## src/inc/sideband_pkg.sv

```systemverilog
// Functional notes
// - Finish management init within 2000 ms.
// - Attention goes low within 200 ms.
// - Read clears flag; attention releases within 500 us.
// - Receive loss sets flag, attention, within 100 ms.
// - Any condition sets flag, attention, within 200 ms.
// - Set mask stops flag's attention within 100 ms.
// - Cleared mask restores flag's attention within 100 ms.
// - Serial bus answers within 2 s of power.
// - Data-not-ready clears, attention low, within 2 s.
// - Fully functional within 2 s of reset release.
// - 2 s full function with low power low.
// - Dual input mode switch within 100 ms.
// - Low-power release high: class 1 within 100 ms.
// - Low-power pulled low: functional within 300 ms.
// - Dual output mode switch within 100 ms.
// - Override or power-set high: class 1, 100 ms.
// - Override and power-set low: functional, 300 ms.
package sideband_pkg;

  // Flag bank layout.
  localparam int NUM_FLAGS = 8;
  localparam int FLAG_RX_LOSS = 0;
  localparam int FLAG_TX_FAULT = 1;
  localparam int FLAG_DATA_READY = 2;

  // Clock rate.
  localparam int CLK_PERIOD_NS = 8;
  localparam int NS_PER_MS = 1000000;
  localparam int NS_PER_US = 1000;
  localparam int NS_PER_S = 1000000000;

  // Documented limits, in their own units.
  localparam int INIT_MAX_MS = 2000;
  localparam int RESET_MIN_US = 10;
  localparam int ATTN_ASSERT_MAX_MS = 200;
  localparam int ATTN_RELEASE_MAX_US = 500;
  localparam int LOS_ASSERT_MAX_MS = 100;
  localparam int FLAG_ASSERT_MAX_MS = 200;
  localparam int MASK_CHANGE_MAX_MS = 100;
  localparam int SERIAL_READY_MAX_S = 2;
  localparam int FULL_FUNCTION_MAX_S = 2;
  localparam int MODE_CHANGE_MAX_MS = 100;
  localparam int LP_ASSERT_MAX_MS = 100;
  localparam int LP_DEASSERT_MAX_MS = 300;
  localparam int PDOWN_ASSERT_MAX_MS = 100;
  localparam int PDOWN_DEASSERT_MAX_MS = 300;

  // Limits as cycle counts; longest times round down.
  localparam int INIT_MAX_CYC = INIT_MAX_MS * (NS_PER_MS / CLK_PERIOD_NS);
  localparam int RESET_MIN_CYC =
    (RESET_MIN_US * NS_PER_US + CLK_PERIOD_NS - 1) / CLK_PERIOD_NS;
  localparam int WAKE_MAX_CYC =
    LP_DEASSERT_MAX_MS * (NS_PER_MS / CLK_PERIOD_NS);

  // Chosen working times, well inside the limits above.
  localparam int INIT_TIME_MS = 1000;
  localparam int WAKE_TIME_MS = 200;
  localparam int INIT_TIME_CYC = INIT_TIME_MS * (NS_PER_MS / CLK_PERIOD_NS);
  localparam int WAKE_TIME_CYC = WAKE_TIME_MS * (NS_PER_MS / CLK_PERIOD_NS);

  // Counter width covers the longest limit.
  localparam int CNT_W = 28;
  localparam logic [CNT_W-1:0] CNT_ZERO = 28'h0000000;
  localparam logic [CNT_W-1:0] CNT_ONE = 28'h0000001;

  // Values after reset.
  localparam logic [1:0] PIN_RESET_VAL = 2'h1;
  localparam logic [NUM_FLAGS-1:0] FLAGS_RESET = 8'h00;

  typedef enum logic [1:0] {st_hold, st_init, st_run} init_e;
  typedef enum logic [1:0] {pwr_low, pwr_wake, pwr_full} power_e;

endpackage : sideband_pkg

```

## src/inc/flag_if.sv

```systemverilog
`timescale 1ns/100ps
// Signals between the top and its flag bank.
interface flag_if;
  logic [sideband_pkg::NUM_FLAGS-1:0] set_req;
  logic [sideband_pkg::NUM_FLAGS-1:0] clear_req;
  logic [sideband_pkg::NUM_FLAGS-1:0] mask;
  logic [sideband_pkg::NUM_FLAGS-1:0] flags;
  logic pending;

  modport bank (
    input set_req,
    input clear_req,
    input mask,
    output flags,
    output pending
  );

  modport ctrl (
    output set_req,
    output clear_req,
    output mask,
    input flags,
    input pending
  );
endinterface : flag_if

```

## src/design/flag_bank.sv

```systemverilog
`timescale 1ns/100ps
// Sticky flags with clear on read and a masked summary.
module flag_bank (
  input wire logic clk,
  input wire logic rst_n,
  flag_if.bank f
);
  logic [sideband_pkg::NUM_FLAGS-1:0] next_flags;

  // Per flag, a set in the clearing cycle wins so no event is lost.
  genvar i;
  generate
    for (i = 0; i < sideband_pkg::NUM_FLAGS; i++) begin : g_flag
      always_comb begin
        next_flags[i] = f.set_req[i] | (f.flags[i] & ~f.clear_req[i]);
      end
    end
  endgenerate

  // Summary of set flags whose mask is clear.
  always_comb begin
    f.pending = |(f.flags & ~f.mask);
  end

  always_ff @(posedge clk or negedge rst_n) begin
    if (!rst_n) begin
      f.flags <= sideband_pkg::FLAGS_RESET;
    end else begin
      f.flags <= next_flags;
    end
  end
endmodule : flag_bank

```

## src/design/mgmt_sideband.sv

```systemverilog
`timescale 1ns/100ps
// Management sideband of a pluggable module: init sequencing, flags and
// attention, dual-mode pins and power class control.
module mgmt_sideband #(
  parameter int INIT_CYCLES = sideband_pkg::INIT_TIME_CYC,
  parameter int WAKE_CYCLES = sideband_pkg::WAKE_TIME_CYC
) (
  input wire logic clk,
  input wire logic rst_n,
  input wire logic host_reset_n,
  input wire logic low_power_request,
  input wire logic input_mode_transmit_disable,
  input wire logic output_mode_los,
  input wire logic [sideband_pkg::NUM_FLAGS-1:0] flag_condition,
  input wire logic [sideband_pkg::NUM_FLAGS-1:0] flag_read_clear,
  input wire logic [sideband_pkg::NUM_FLAGS-1:0] flag_mask,
  input wire logic power_override,
  input wire logic power_set,
  output logic attention_out_n,
  output logic receive_loss_out_n,
  output logic transmit_disable,
  output logic management_init_state,
  output logic serial_bus_ready,
  output logic data_not_ready,
  output logic [sideband_pkg::NUM_FLAGS-1:0] flags,
  output logic low_power_active,
  output logic fully_functional
);

  // Counter loads cut from the integer parameters.
  localparam logic [sideband_pkg::CNT_W-1:0] INIT_LOAD =
    sideband_pkg::CNT_W'(INIT_CYCLES);
  localparam logic [sideband_pkg::CNT_W-1:0] WAKE_LOAD =
    sideband_pkg::CNT_W'(WAKE_CYCLES);

  // Raw and synchronised pin levels.
  logic [1:0] pin_raw;
  logic [1:0] pin_sync_q;
  logic reset_pin;
  logic lp_pin;

  // Init sequencer state.
  sideband_pkg::init_e init_state;
  sideband_pkg::init_e next_init_state;
  logic [sideband_pkg::CNT_W-1:0] init_cnt;
  logic [sideband_pkg::CNT_W-1:0] next_init_cnt;
  logic init_done_pulse;

  // Power state.
  sideband_pkg::power_e pwr_state;
  sideband_pkg::power_e next_pwr_state;
  logic [sideband_pkg::CNT_W-1:0] wake_cnt;
  logic [sideband_pkg::CNT_W-1:0] next_wake_cnt;
  logic want_low;

  // Registered mode selects.
  logic mode_transmit_disable;
  logic mode_los;
  logic next_mode_transmit_disable;
  logic next_mode_los;

  // Output next values.
  logic next_attention_out_n;
  logic next_receive_loss_out_n;
  logic next_transmit_disable;
  logic next_management_init_state;
  logic next_serial_bus_ready;
  logic next_data_not_ready;
  logic [sideband_pkg::NUM_FLAGS-1:0] next_flags_out;
  logic next_low_power_active;
  logic next_fully_functional;

  flag_if fl ();

  // Both host pins cross from outside the clock domain. The reset pin
  // idles high and the low-power pin idles low.
  always_comb begin
    pin_raw = {low_power_request, host_reset_n};
  end

  pin_sync #(
    .W(2),
    .RST_VAL(sideband_pkg::PIN_RESET_VAL)
  ) u_pin_sync (
    .clk(clk),
    .rst_n(rst_n),
    .d(pin_raw),
    .q(pin_sync_q)
  );

  always_comb begin
    reset_pin = pin_sync_q[0];
    lp_pin = pin_sync_q[1];
  end

  // Init sequencer. A synchronised low on the reset pin holds the init state in
  // st_hold; the synchroniser needs two agreeing samples, so a pulse of
  // the guaranteed width always lands while shorter ones may be lost.
  always_comb begin
    next_init_state = init_state;
    next_init_cnt = init_cnt;
    init_done_pulse = 1'b0;
    unique case (init_state)
      sideband_pkg::st_hold: begin
        next_init_cnt = INIT_LOAD;
        if (reset_pin) begin
          next_init_state = sideband_pkg::st_init;
        end
      end
      sideband_pkg::st_init: begin
        if (!reset_pin) begin
          next_init_state = sideband_pkg::st_hold;
        end else if (init_cnt <= sideband_pkg::CNT_ONE) begin
          next_init_state = sideband_pkg::st_run;
          next_init_cnt = sideband_pkg::CNT_ZERO;
          init_done_pulse = 1'b1;
        end else begin
          next_init_cnt = init_cnt - sideband_pkg::CNT_ONE;
        end
      end
      sideband_pkg::st_run: begin
        if (!reset_pin) begin
          next_init_state = sideband_pkg::st_hold;
        end
      end
    endcase
  end

  // Power on and hot plug both come in as the block reset and start
  // the init count at once.
  always_ff @(posedge clk or negedge rst_n) begin
    if (!rst_n) begin
      init_state <= sideband_pkg::st_init;
      init_cnt <= INIT_LOAD;
    end else begin
      init_state <= next_init_state;
      init_cnt <= next_init_cnt;
    end
  end

  // Mode selects are taken in one cycle, far inside the switch limit.
  always_comb begin
    next_mode_transmit_disable = input_mode_transmit_disable;
    next_mode_los = output_mode_los;
  end

  always_ff @(posedge clk or negedge rst_n) begin
    if (!rst_n) begin
      mode_transmit_disable <= 1'b0;
      mode_los <= 1'b0;
    end else begin
      mode_transmit_disable <= next_mode_transmit_disable;
      mode_los <= next_mode_los;
    end
  end

  // Low power is asked for by the pin in its low-power mode or by
  // either software bit. In transmit-disable mode the pin has no say
  // over power.
  always_comb begin
    want_low = (lp_pin & ~mode_transmit_disable)
      | power_override | power_set;
  end

  // Power sequencer. Dropping to class 1 is immediate; going back up
  // waits the wake count so the rails settle before full function is
  // claimed, a trade of latency for a clean power step.
  always_comb begin
    next_pwr_state = pwr_state;
    next_wake_cnt = wake_cnt;
    unique case (pwr_state)
      sideband_pkg::pwr_low: begin
        next_wake_cnt = WAKE_LOAD;
        if (!want_low) begin
          next_pwr_state = sideband_pkg::pwr_wake;
        end
      end
      sideband_pkg::pwr_wake: begin
        if (want_low) begin
          next_pwr_state = sideband_pkg::pwr_low;
        end else if (wake_cnt <= sideband_pkg::CNT_ONE) begin
          next_pwr_state = sideband_pkg::pwr_full;
          next_wake_cnt = sideband_pkg::CNT_ZERO;
        end else begin
          next_wake_cnt = wake_cnt - sideband_pkg::CNT_ONE;
        end
      end
      sideband_pkg::pwr_full: begin
        if (want_low) begin
          next_pwr_state = sideband_pkg::pwr_low;
        end
      end
    endcase
  end

  // Starting in full power keeps the 2 s budget when the pin is low.
  always_ff @(posedge clk or negedge rst_n) begin
    if (!rst_n) begin
      pwr_state <= sideband_pkg::pwr_full;
      wake_cnt <= sideband_pkg::CNT_ZERO;
    end else begin
      pwr_state <= next_pwr_state;
      wake_cnt <= next_wake_cnt;
    end
  end

  // Flag bank hookup. Flags set only once init is done, and the
  // data-ready flag is raised by the init completion itself.
  always_comb begin
    fl.set_req = (init_state == sideband_pkg::st_run) ?
      flag_condition : sideband_pkg::FLAGS_RESET;
    fl.set_req[sideband_pkg::FLAG_DATA_READY] =
      init_done_pulse
      | ((init_state == sideband_pkg::st_run)
         & flag_condition[sideband_pkg::FLAG_DATA_READY]);
    fl.clear_req = flag_read_clear;
    fl.mask = flag_mask;
  end

  flag_bank u_flag_bank (
    .clk(clk),
    .rst_n(rst_n),
    .f(fl.bank)
  );

  // Output values. The dual output pin carries attention or the live
  // receive-loss state; the unused name idles high.
  always_comb begin
    next_attention_out_n = ~(fl.pending & ~mode_los);
    next_receive_loss_out_n =
      ~(flag_condition[sideband_pkg::FLAG_RX_LOSS] & mode_los);
    next_transmit_disable = lp_pin & mode_transmit_disable;
    next_management_init_state = (init_state != sideband_pkg::st_run);
    next_serial_bus_ready = (init_state == sideband_pkg::st_run);
    next_data_not_ready = (init_state != sideband_pkg::st_run);
    next_flags_out = fl.flags;
    next_low_power_active = (pwr_state != sideband_pkg::pwr_full);
    next_fully_functional = (init_state == sideband_pkg::st_run)
      & (pwr_state == sideband_pkg::pwr_full);
  end

  // Every output is a flip-flop, adding one cycle of latency that is
  // negligible against any limit.
  always_ff @(posedge clk or negedge rst_n) begin
    if (!rst_n) begin
      attention_out_n <= 1'b1;
      receive_loss_out_n <= 1'b1;
      transmit_disable <= 1'b0;
      management_init_state <= 1'b1;
      serial_bus_ready <= 1'b0;
      data_not_ready <= 1'b1;
      flags <= sideband_pkg::FLAGS_RESET;
      low_power_active <= 1'b0;
      fully_functional <= 1'b0;
    end else begin
      attention_out_n <= next_attention_out_n;
      receive_loss_out_n <= next_receive_loss_out_n;
      transmit_disable <= next_transmit_disable;
      management_init_state <= next_management_init_state;
      serial_bus_ready <= next_serial_bus_ready;
      data_not_ready <= next_data_not_ready;
      flags <= next_flags_out;
      low_power_active <= next_low_power_active;
      fully_functional <= next_fully_functional;
    end
  end

endmodule : mgmt_sideband

```

## src/design/pin_sync.sv

```systemverilog
`timescale 1ns/100ps
// Three-stage pin synchroniser; a change is taken once stages two and
// three agree, which also rejects a one-cycle glitch.
module pin_sync #(
  parameter int W = 2,
  parameter logic [W-1:0] RST_VAL = '0
) (
  input wire logic clk,
  input wire logic rst_n,
  input wire logic [W-1:0] d,
  output logic [W-1:0] q
);
  logic [W-1:0] s1;
  logic [W-1:0] s2;
  logic [W-1:0] s3;
  logic [W-1:0] next_q;

  // Stage one feeds only stage two. Agreement is judged per bit, so a
  // pin that keeps moving cannot hold back a change on its neighbour.
  always_comb begin
    next_q = (s3 & ~(s2 ^ s3)) | (q & (s2 ^ s3));
  end

  always_ff @(posedge clk or negedge rst_n) begin
    if (!rst_n) begin
      s1 <= RST_VAL;
      s2 <= RST_VAL;
      s3 <= RST_VAL;
      q <= RST_VAL;
    end else begin
      s1 <= d;
      s2 <= s1;
      s3 <= s2;
      q <= next_q;
    end
  end
endmodule : pin_sync

```

## config.mk

```make
export PLATFORM = sky130hd
export DESIGN_NAME = mgmt_sideband
export DESIGN_NICKNAME = d
export VERILOG_FILES = /design/src/inc/sideband_pkg.sv /design/src/inc/flag_if.sv /design/src/design/flag_bank.sv /design/src/design/mgmt_sideband.sv /design/src/design/pin_sync.sv
export SDC_FILE = /design/constraint.sdc
export NUM_CORES = 1
export LEC_CHECK = 0
export BUFFER_PORTS_ARGS = -buffer_cell sky130_fd_sc_hd__buf_2
export CORE_MARGIN = 10
export CORE_UTILIZATION = 50
export CTS_CLUSTER_DIAMETER = 200
export DETAILED_ROUTE_END_ITERATION = 6
export PLACE_DENSITY = 0.69
export REMOVE_ABC_BUFFERS = 1
export SETUP_SLACK_MARGIN = 0.5
export SYNTH_ARGS = -nofsm -noshare
export SYNTH_HDL_FRONTEND = slang
export SYNTH_HIERARCHICAL = 1
export SYNTH_SLANG_ARGS = --single-unit
```

## constraint.sdc

```tcl
create_clock -name clk -period 6.3 [get_ports clk]
set_input_delay 0.945 -clock clk [delete_from_list [all_inputs] [get_ports clk]]
set_output_delay 0.945 -clock clk [all_outputs]
set_load 0.005 [all_outputs]
```

==> impl_metrics.tcl, run 1 <==
set metrics [dict create \
    status "completed" \
    coreArea_mm2 0.00911 \
    vias_per_cell 6.06 \
    drc 0 \
    drv_cap 0 \
    min_period_ns 2.99 \
    antenna_found_initial 0 \
    drtAntennaViolNets 0 \
    multi_input_area_mm2 0.00209 \
    totalWireLength_um 10600 \
    pwr-share-clk_pct 24.7 \
    period_share_pct 47.4 \
    cts_buffer_depth 2 \
    htreeDepth 3 \
    dieArea_mm2 0.0135 \
    dominantRegCellSynth "dfrtp_1" \
    startpoint_type "register" \
    end_kind "register" \
    die_h_um 116 \
    clk_latency_ns 0.37 \
    yosys.area.top_type "dfrtp_1" \
    drv_slew 0 \
    crit_start "wake_cnt[8]" \
    avgSynthCellArea_um2 10.0 \
    arrival_ns 3.25 \
    synth_cells 461 \
    leakage_nw 2.12 \
    clkSinkCount 93 \
    worstRegToRegCells 6 \
    switchingPower_w 0.000642 \
    syn_area_mm2 0.00462 \
    wire_per_inst_um 17.0 \
    r2r_start "wake_cnt[8]" \
    groute.usage.overall_pct 16.9 \
    max_clock_freq_ghz 0.335 \
    grt_pass1_vias 3780 \
    io_buffers 47 \
    clockRootBuffer "clkbuf_8" \
    seq_power_share_pct 43.5 \
    rr_endpoint "wake_cnt[2]" \
    worstSetupEndpoint "wake_cnt[2]" \
    netlist_top_cells_count "71 x dfrtp_1, 31 x nand2_1, 28 x o21ai_0, 26 x nand3_1, 24 x inv_1" \
    layout-drive-gt1-share_pct 20.4 \
    start_util_pct 50.7 \
    synthesis.yosys.warnings 6 \
    cts_buffers 9 \
    synth-seq-area-share_pct 51.0 \
    dr.pass1.iters 4 \
    dp_hpwl_um 7670 \
    reg2reg_slack_ns 3.31 \
    grt_pass1_wl_um 18600 \
    finish.instance_area_mm2 0.00515 \
    worstSetupPathType "reg -> reg" \
    p_int_w 0.00102 \
    grt_max_degree 73 \
    synth_edf_count 0 \
    postCtsSetupRepairBufs 0 \
    setup_violations 0 \
    num-fill-cells 820 \
    die_x_um 116 \
    dpl_cell_area_mm2 0.00494 \
    slew_headroom_pct 33.6 \
    ys_ff_latch 93 \
    power-per-cell-area_mw_per_mm2 322 \
    hold_buffers 0 \
    layout.nets 547 \
    crit_fanout 14 \
    synth_top_area_share_pct 38.5 \
    p_sw_share_pct 38.7 \
    regArea_mm2 0.00235 \
    globalplace.congestion 0.910 \
    tightest_slew_ns 0.986 \
    async_flop_share_pct 100 \
    yosysMostFrequentCell "dfrtp_1" \
    worst_clock_skew_ns 0.0177 \
    drt_iter0_drc 259 \
    synthToLayoutAreaGrowth_pct 11.5 \
    grt-ovfl-total 0 \
    peakVddDrop_mv 0.204 \
    rows 35 \
    hold_class "reg -> reg" \
    cts.repair.resized 0 \
    cts_tree "done" \
    vias 3761 \
    comb_power_share_pct 31.8 \
    pin_count 48 \
    cp.required_ns 6.56 \
    synth_cell_type_count 63 \
    clk_pin_slew_ns 0.10 \
    insertedDiodeCount 0 \
    hold_violations 0 \
    synth.area.top_cells "dfrtp_1 38%, dfstp_2 13%, o21ai_0 3.0%, nand3_1 2.8%, ha_1 2.7%" \
    rsz0062_at_grt "false" \
    setup_tns_ns 0 \
]
[metal layers]
| layer | GRT usage [%] | wire length (um) | vias up |
|---|---|---|---|
| met1 | 21.0 | 4560 | 1839 |
| met3 | 3.39 | 375 | 17 |
| met5 | 0 | 0 | - |
| li1 | - | - | 1831 |
| met2 | 29.3 | 5460 | 74 |
| met4 | 4.84 | 163 | 0 |
[logic make-up after synthesis]
kind of cell	after synthesis	synth area share, %
XOR/XNOR	2	0.379
AND/OR/NAND/NOR	185	22.1
adder cells (fa/ha/maj)	12	3.20
multiplexers	4	0.894
AO/OA/AOI/OAI	123	18.7
flip-flops	93	51.0
buffers and inverters	42	3.71
[layout make-up]
cell class                      instances  area share, %
Clock inverter                          7           1.65
Multi-Input combinational cell        326           40.6
Timing Repair Buffer                   50           5.06
Clock buffer                            9           2.41
Sequential cell                        93           45.7
Tap cell                              111           2.70
Inverter                               25           1.82
[worst min-delay path by stage]
stage	from	end	slack (ns)	cells past startpoint
floorplan	u_pin_sync/s1[1]	u_pin_sync/s2[1]	0.33	0
global placement	u_pin_sync/s1[1]	u_pin_sync/s2[1]	0.33	0
CTS	u_pin_sync/s1[1]	u_pin_sync/s2[1]	0.36	0
finish	u_pin_sync/s1[1]	u_pin_sync/s2[1]	0.36	0
global route	u_pin_sync/s1[0]	u_pin_sync/s2[0]	0.37	0
detailed placement	u_pin_sync/s1[1]	u_pin_sync/s2[1]	0.34	0
[state kept, by name (all words and copies together) (netlist names), 8 cells and up, named ones only]
signal               count
wake_cnt                28
init_cnt                28
flags                    8
u_flag_bank/f.flags      8
[critical path, stage by stage, from the launching register on]
cell	delay, ns
dfrtp_1	0.44
nor4_2	0.63
nand4_1	0.43
o31ai_2	0.70
buf_4	0.31
o21ai_0	0.09
mux2_2	0.27
[power groups by stage]
| stage | Combinational [W] | Sequential [W] | Clock [W] |
|---|---|---|---|
| finish | 0.000528 | 0.000722 | 0.000409 |
| global route | 0.000592 | 0.000734 | 0.000451 |
| CTS | 0.000527 | 0.000722 | 0.000422 |
| detailed placement | 0.000524 | 0.000733 | 0 |
| global placement | 0.000511 | 0.000731 | 0 |
| floorplan | 0.000361 | 0.000716 | 0 |
[cell usage in the layout, fill, tap and decap left out, types with 5 or more instances in the layout]
| cell | synthesis | routed |
|---|---|---|
| a21o_1 | 7 | 7 |
| o22ai_1 | 6 | 6 |
| and2_1 | 9 | 9 |
| or3_1 | 10 | 10 |
| or4_1 | 11 | 11 |
| nand3_1 | 26 | 26 |
| inv_1 | 24 | 24 |
| nand2b_1 | 6 | 6 |
| o311ai_0 | 5 | 5 |
| nand2_1 | 31 | 31 |
| buf_2 | 2 | 46 |
| dfrtp_1 | 71 | 71 |
| ha_1 | 10 | 10 |
| o211ai_1 | 7 | 7 |
| nor2_1 | 21 | 21 |
| a21oi_1 | 15 | 15 |
| dfstp_2 | 22 | 22 |
| nor3_1 | 21 | 21 |
| a31oi_1 | 7 | 7 |
| clkbuf_8 | 0 | 9 |
| nor4_1 | 18 | 18 |
| o31ai_1 | 6 | 6 |
| o21bai_1 | 9 | 9 |
| nand4_1 | 11 | 11 |
| o21ai_0 | 28 | 28 |
[stage by stage]
| stage | setup slack, ns | utilization, % | cells | hold slack (ns) | power, W |
|---|---|---|---|---|---|
| after floorplan | 3.57 | - | 444 | 0.331 | 0.00108 |
| after global placement | 3.44 | 54.2 | 605 | 0.333 | 0.00124 |
| after detailed placement | 3.35 | 54.2 | 605 | 0.340 | 0.00126 |
| after CTS | 3.29 | 56.5 | 621 | 0.363 | 0.00167 |
| after global routing | 3.08 | 56.5 | 621 | 0.367 | 0.00178 |
| final | 3.31 | 56.5 | 621 | 0.358 | 0.00166 |
(Power assumes the default switching activity.)
==> run 2: changes to the inputs <==
--- a/config.mk
+++ b/config.mk
@@ -10,7 +10,7 @@
 export CORE_UTILIZATION = 50
 export CTS_CLUSTER_DIAMETER = 200
 export DETAILED_ROUTE_END_ITERATION = 6
-export PLACE_DENSITY = 0.69
+export PLACE_DENSITY = 0.72
 export REMOVE_ABC_BUFFERS = 1
 export SETUP_SLACK_MARGIN = 0.5
 export SYNTH_ARGS = -nofsm -noshare
==> constraint.sdc (replaced) <==
create_clock -name clk -period 2.5 [get_ports clk]
set_input_delay 0.375 -clock clk [delete_from_list [all_inputs] [get_ports clk]]
set_output_delay 0.375 -clock clk [all_outputs]
set_load 0.005 [all_outputs]
==> run 2 against run 1 <==
Compared with the run above: power grew to 3.1 times the previous value; clock skew grew 0.0045 ns; worst setup slack worse by 3.2 ns; routed wire length is 23% higher; final cell count up 12%; count of clock-buffer cells in the layout stayed put; die area is the same; global-route usage grew 1.7 points; sequential cell count did not move; final area up 20%.
==> impl_metrics.tcl, run 2 (synthesized netlist as in run 1, its figures left out) <==
set metrics [dict create \
    r2r_start "init_cnt[18]" \
    pin_count 48 \
    dr.pass1.iters 5 \
    dpl_cell_area_mm2 0.00516 \
    dieArea_mm2 0.0135 \
    period_share_pct 94.4 \
    arrival_ns 2.68 \
    power-per-cell-area_mw_per_mm2 821 \
    clkSinkCount 93 \
    cts_tree "done" \
    grt_max_degree 40 \
    wire_per_inst_um 18.6 \
    cts_buffer_depth 2 \
    cp_top_family "simple AND/OR/NAND/NOR gates" \
    layout.nets 624 \
    rows 35 \
    cpMostUsedCell "or4_4" \
    io_buffers 47 \
    path_buf_inv 0 \
    htreeDepth 3 \
    end_kind "register" \
    cts_buffers 9 \
    place_ws_ns 0.109 \
    clk_latency_ns 0.38 \
    drt_iter0_drc 291 \
    drtAntennaViolNets 0 \
    coreArea_mm2 0.00911 \
    grt-ovfl-total 0 \
    tightest_slew_ns 0.468 \
    cpMaxStageDelayCell "or4_4" \
    max_clock_freq_ghz 0.424 \
    finish.instance_area_mm2 0.00618 \
    drc 0 \
    clk_pin_slew_ns 0.11 \
    crit_fanout 2 \
    cp.required_ns 2.82 \
    num-fill-cells 690 \
    antenna_found_initial 0 \
    startpoint_type "register" \
    groute.usage.overall_pct 18.6 \
    slew_headroom_pct 68.7 \
    globalplace.congestion 0.908 \
    crit_start "init_cnt[18]" \
    hold_class "in -> reg" \
    dp_hpwl_um 8190 \
    min_period_ns 2.36 \
    grt_pass1_wl_um 20300 \
    final_common_cell "dfrtp_1" \
    die_x_um 116 \
    grt_pass1_vias 4243 \
    final_cell_mix "65 x dfrtp_1, 61 x buf_4, 46 x buf_2" \
    worstSetupPathType "reg -> reg" \
    synthToLayoutAreaGrowth_pct 33.8 \
    vias 4347 \
    path_cells "or4_4, or4_4, or3_4, or4_4, nand3_2" \
    clockRootBuffer "clkbuf_8" \
    status "completed" \
    rsz0062_at_grt "true" \
    setup_slack_ns 0.139 \
    reg_top3 "init_cnt x28, wake_cnt x28" \
    hold_start "host_reset_n" \
    drv_cap 0 \
    worst_clock_skew_ns 0.0222 \
    totalWireLength_um 13000 \
    start_util_pct 50.7 \
    vias_per_cell 6.23 \
    hold_violations 0 \
    peakVddDrop_mv 0.608 \
    slowest_delay_ns 0.51 \
    layout-drive-gt1-share_pct 40.7 \
    leakage_nw 2.61 \
    die_h_um 116 \
    setup_violations 0 \
    insertedDiodeCount 0 \
    drv_slew 0 \
]
## run 2: cell types whose count changed in the layout (fill, tap and decap cells not counted), sizes merged
| cell | previous run | this run |
|---|---|---|
| o31a | 1 | 2 |
| dlygate4sd3 | 0 | 1 |
| buf | 50 | 125 |
| clkinv | 4 | 3 |
| clkinvlp | 1 | 0 |
| inv | 26 | 29 |
| bufinv | 1 | 0 |
## run 2: routing by layer
metal  vias up  track usage [%]  share of wire (%)
met3        49             3.44                5.0
li1       1987                -                  -
met1      2135             22.2                 40
met4         0             8.01                3.1
met2       176             32.3                 51
met5         -                0                  0
## run 2: metrics by stage
step	util [%]	hold slack, ns	std cells	power (W)	TNS, ns
2_1_floorplan	-	0.0794	444	0.00271	-1.35
3_3_place_gp	56.7	0.326	633	0.00329	0
3_5_place_dp	56.7	0.335	633	0.00333	0
4_1_cts	63.5	0.0754	676	0.00459	0
5_1_grt	67.8	0.0689	698	0.00534	0
6_report	67.8	0.0917	698	0.00507	0
## run 2: worst register-to-register path, delay by kind of cell, from the launching register on
family | cells | cell delay, ns
flip-flops | 1 | 0.40
AND/OR/NAND/NOR | 5 | 1.91
## run 2: area by class of cell
cell class / instances / area [um2] / area share (%)
clock inverters: 7 / 86.3 / 1.40
inverters: 25 / 93.8 / 1.52
clock buffers: 9 / 124 / 2.01
well taps: 111 / 139 / 2.25
multi-input cells: 327 / 2460 / 39.8
repair buffers: 126 / 913 / 14.8
flip-flops and latches: 93 / 2360 / 38.2
## run 2: worst paths after layout
check / to / slack [ns] / cells after the start
hold / removal: u_pin_sync/s1[0] / 0.09 / 1
setup / recovery: init_cnt[24] / 0.14 / 5
hold reg to reg: u_pin_sync/s2[1] / 0.36 / 0
max in group asynchronous: wake_cnt[12] / 1.34 / 3
setup reg to reg: init_cnt[24] / 0.14 / 5
min in group asynchronous: flags[0] / 0.46 / 2
## run 2: power breakdown
group | switching (W) | total, W | internal, W
Sequential | 0.000184 | 0.00184 | 0.00166
Combinational | 0.00121 | 0.00217 | 0.000959
Clock | 0.000650 | 0.00105 | 0.000405
## run 2: repair_timing
item                                   in CTS  in global routing
setup endpoints to repair                  58                 61
endpoints found under the hold margin      22                  0
buffers inserted                           23                 22
gates cloned                                3                  0
resized for setup                          50                 56
pin swaps                                  19                 19
hold buffers                                1                  0
==> run 3: changes to the inputs <==
--- a/config.mk
+++ b/config.mk
@@ -10,9 +10,10 @@
 export CORE_UTILIZATION = 50
 export CTS_CLUSTER_DIAMETER = 200
 export DETAILED_ROUTE_END_ITERATION = 6
-export PLACE_DENSITY = 0.72
+export PLACE_DENSITY_LB_ADDON = 0.1
 export REMOVE_ABC_BUFFERS = 1
 export SETUP_SLACK_MARGIN = 0.5
+export SLEW_MARGIN = 30
 export SYNTH_ARGS = -nofsm -noshare
 export SYNTH_HDL_FRONTEND = slang
 export SYNTH_HIERARCHICAL = 1
==> run 3 against run 2 <==
Compared with the run above: first-iteration DRC count is 13% lower; via count is 2.2% lower; die area stayed put; non-clock buffer count stayed put; worst setup slack worse by 0.049 ns; sequential share of layout area is 0.70 points lower; final area is 1.6% higher; count of clock-buffer cells in the layout stayed put; register-to-register slack worse by 0.05 ns; maximum frequency is 2.0% lower; global-route usage hardly changed; final cell count stayed put; highest routed layer unchanged.
==> impl_metrics.tcl, run 3 (synthesized netlist as in run 1, its figures left out) <==
set metrics [dict create \
    switchingPower_w 0.00195 \
    dp_hpwl_um 7960 \
    clkSinkCount 93 \
    hold_violations 0 \
    cts_buffer_depth 2 \
    globalplace.congestion 0.941 \
    vias 4252 \
    clockRootBuffer "clkbuf_8" \
    worstSetupPathType "reg -> reg" \
    cp.required_ns 2.76 \
    slowest_delay_ns 0.53 \
    drc 0 \
    place_ws_ns 0.0714 \
    r2r_start "init_cnt[17]" \
    worst_clock_skew_ns 0.0129 \
    rows 35 \
    htreeDepth 3 \
    path_buf_inv 3 \
    met2_usage_pct 33.4 \
    regArea_mm2 0.00236 \
    rsz0062_at_grt "true" \
    p_int_w 0.00314 \
    setup_tns_ns 0 \
    vias_per_cell 6.09 \
    drv_slew 0 \
    reg2reg_slack_ns 0.09 \
    fin_cells 698 \
    grt.met3_usage_pct 4.06 \
    pwr-share-clk_pct 22.1 \
    max_clock_freq_ghz 0.415 \
    cpMaxStageDelayCell "or4_4" \
    peakVddDrop_mv 0.507 \
    slew_headroom_pct 56.8 \
    antenna_found_initial 0 \
    path_cells "or4_4, or4_4, buf_6, o31ai_4, buf_4, buf_6, nor3_2, o21bai_1" \
    grt_max_degree 52 \
    leakage_nw 2.68 \
    cts_buffers 9 \
    layout.nets 624 \
    final_common_cell "dfrtp_1" \
    drt_iter0_drc 253 \
    crit_fanout 6 \
    clk_pin_slew_ns 0.10 \
    totalWireLength_um 12800 \
    tightest_slew_ns 0.648 \
    dieArea_mm2 0.0135 \
    synthToLayoutAreaGrowth_pct 36.0 \
    die_x_um 116 \
    arrival_ns 2.67 \
    coreArea_mm2 0.00911 \
    grt_pass1_vias 4158 \
    insertedDiodeCount 0 \
    multi_input_area_mm2 0.00254 \
    final_util_pct 68.9 \
    comb_power_share_pct 42.1 \
    dr.pass1.iters 5 \
    whs_ns 0.0298 \
    setup_slack_ns 0.0904 \
    drv_cap 0 \
    clk_latency_ns 0.37 \
    min_period_ns 2.41 \
    grt_pass1_wl_um 20400 \
    end_kind "register" \
    rr_endpoint "init_cnt[27]" \
    startpoint_type "register" \
    pin_count 48 \
    final_cell_mix "69 x dfrtp_1, 56 x buf_4, 46 x buf_2" \
    use_met1_pct 21.8 \
    setup_violations 0 \
    dp.cells 636 \
    seq_power_share_pct 35.8 \
    hold_class "in -> async" \
    grt-ovfl-total 0 \
    period_share_pct 96.4 \
    reg_top3 "init_cnt x28, wake_cnt x28" \
    status "completed" \
    cp_top_family "simple AND/OR/NAND/NOR gates" \
    cts_tree "done" \
    start_util_pct 50.7 \
    drtAntennaViolNets 0 \
    p_sw_share_pct 38.4 \
    io_buffers 47 \
    grt.busiest_layer "met2" \
    layout-drive-gt1-share_pct 42.1 \
    num-fill-cells 659 \
    power-per-cell-area_mw_per_mm2 811 \
    groute.usage.overall_pct 18.7 \
    wire_per_inst_um 18.4 \
    die_h_um 116 \
    worstRegToRegCells 8 \
]
## run 3: layout make-up
class / count / area share (%)
clock inverter: 7 / 1.55
multi-input combinational: 327 / 40.4
tap: 111 / 2.21
sequential: 93 / 37.6
inverter: 25 / 1.49
timing repair buffer: 126 / 14.8
clock buffer: 9 / 1.97
## run 3: per-stage QoR
step	power, W	area [um2]
after floorplan	0.00271	4540
after global placement	0.00338	5180
after detailed placement	0.00342	5180
after CTS	0.00485	5890
after global routing	0.00539	6280
final	0.00509	6280
## run 3: worst reg2reg max path, delay by kind of cell (launching register included)
family                 cells  cell delay [ns]
AND/OR/NAND/NOR            3             1.01
AO/OA/AOI/OAI              2             0.47
buffers and inverters      3             0.45
flip-flops                 1             0.39
## run 3: how the worst max path moves through the flow
| stage | start | endpoint | slack (ns) | depth (start not counted) |
|---|---|---|---|---|
| CTS | init_cnt[17] | init_cnt[24] | 0.10 | 5 |
| detailed placement | init_cnt[19] | init_cnt[24] | 0.07 | 5 |
| global route | init_cnt[17] | init_cnt[27] | 0.04 | 8 |
| global placement | init_cnt[19] | init_cnt[24] | 0.1 | 5 |
| finish | init_cnt[17] | init_cnt[27] | 0.09 | 8 |
| floorplan | wake_cnt[8] | pwr_state[1] | -0.23 | 5 |
## run 3: power by group through the flow
stage | sequential, W | combinational, W | clock (W)
after global placement | 0.00183 | 0.00155 | 0
after global routing | 0.00185 | 0.00233 | 0.00121
after floorplan | 0.00180 | 0.000910 | 0
after CTS | 0.00181 | 0.00189 | 0.00115
final | 0.00182 | 0.00214 | 0.00112
after detailed placement | 0.00183 | 0.00158 | 0
## run 3: timing repair
action,4_1_cts,5_1_grt
hold buffers,0,0
endpoints found under the hold margin,0,0
resized for setup,67,71
pin swaps,31,38
endpoints found under the setup margin,55,60
cloned,3,1
setup buffers,27,15
## run 3: layer usage
layer,part of all wire (%),vias to the layer above
li1,-,1990
met1,40,2088
met2,53,148
met3,5.2,26
met4,1.7,0
met5,0,-
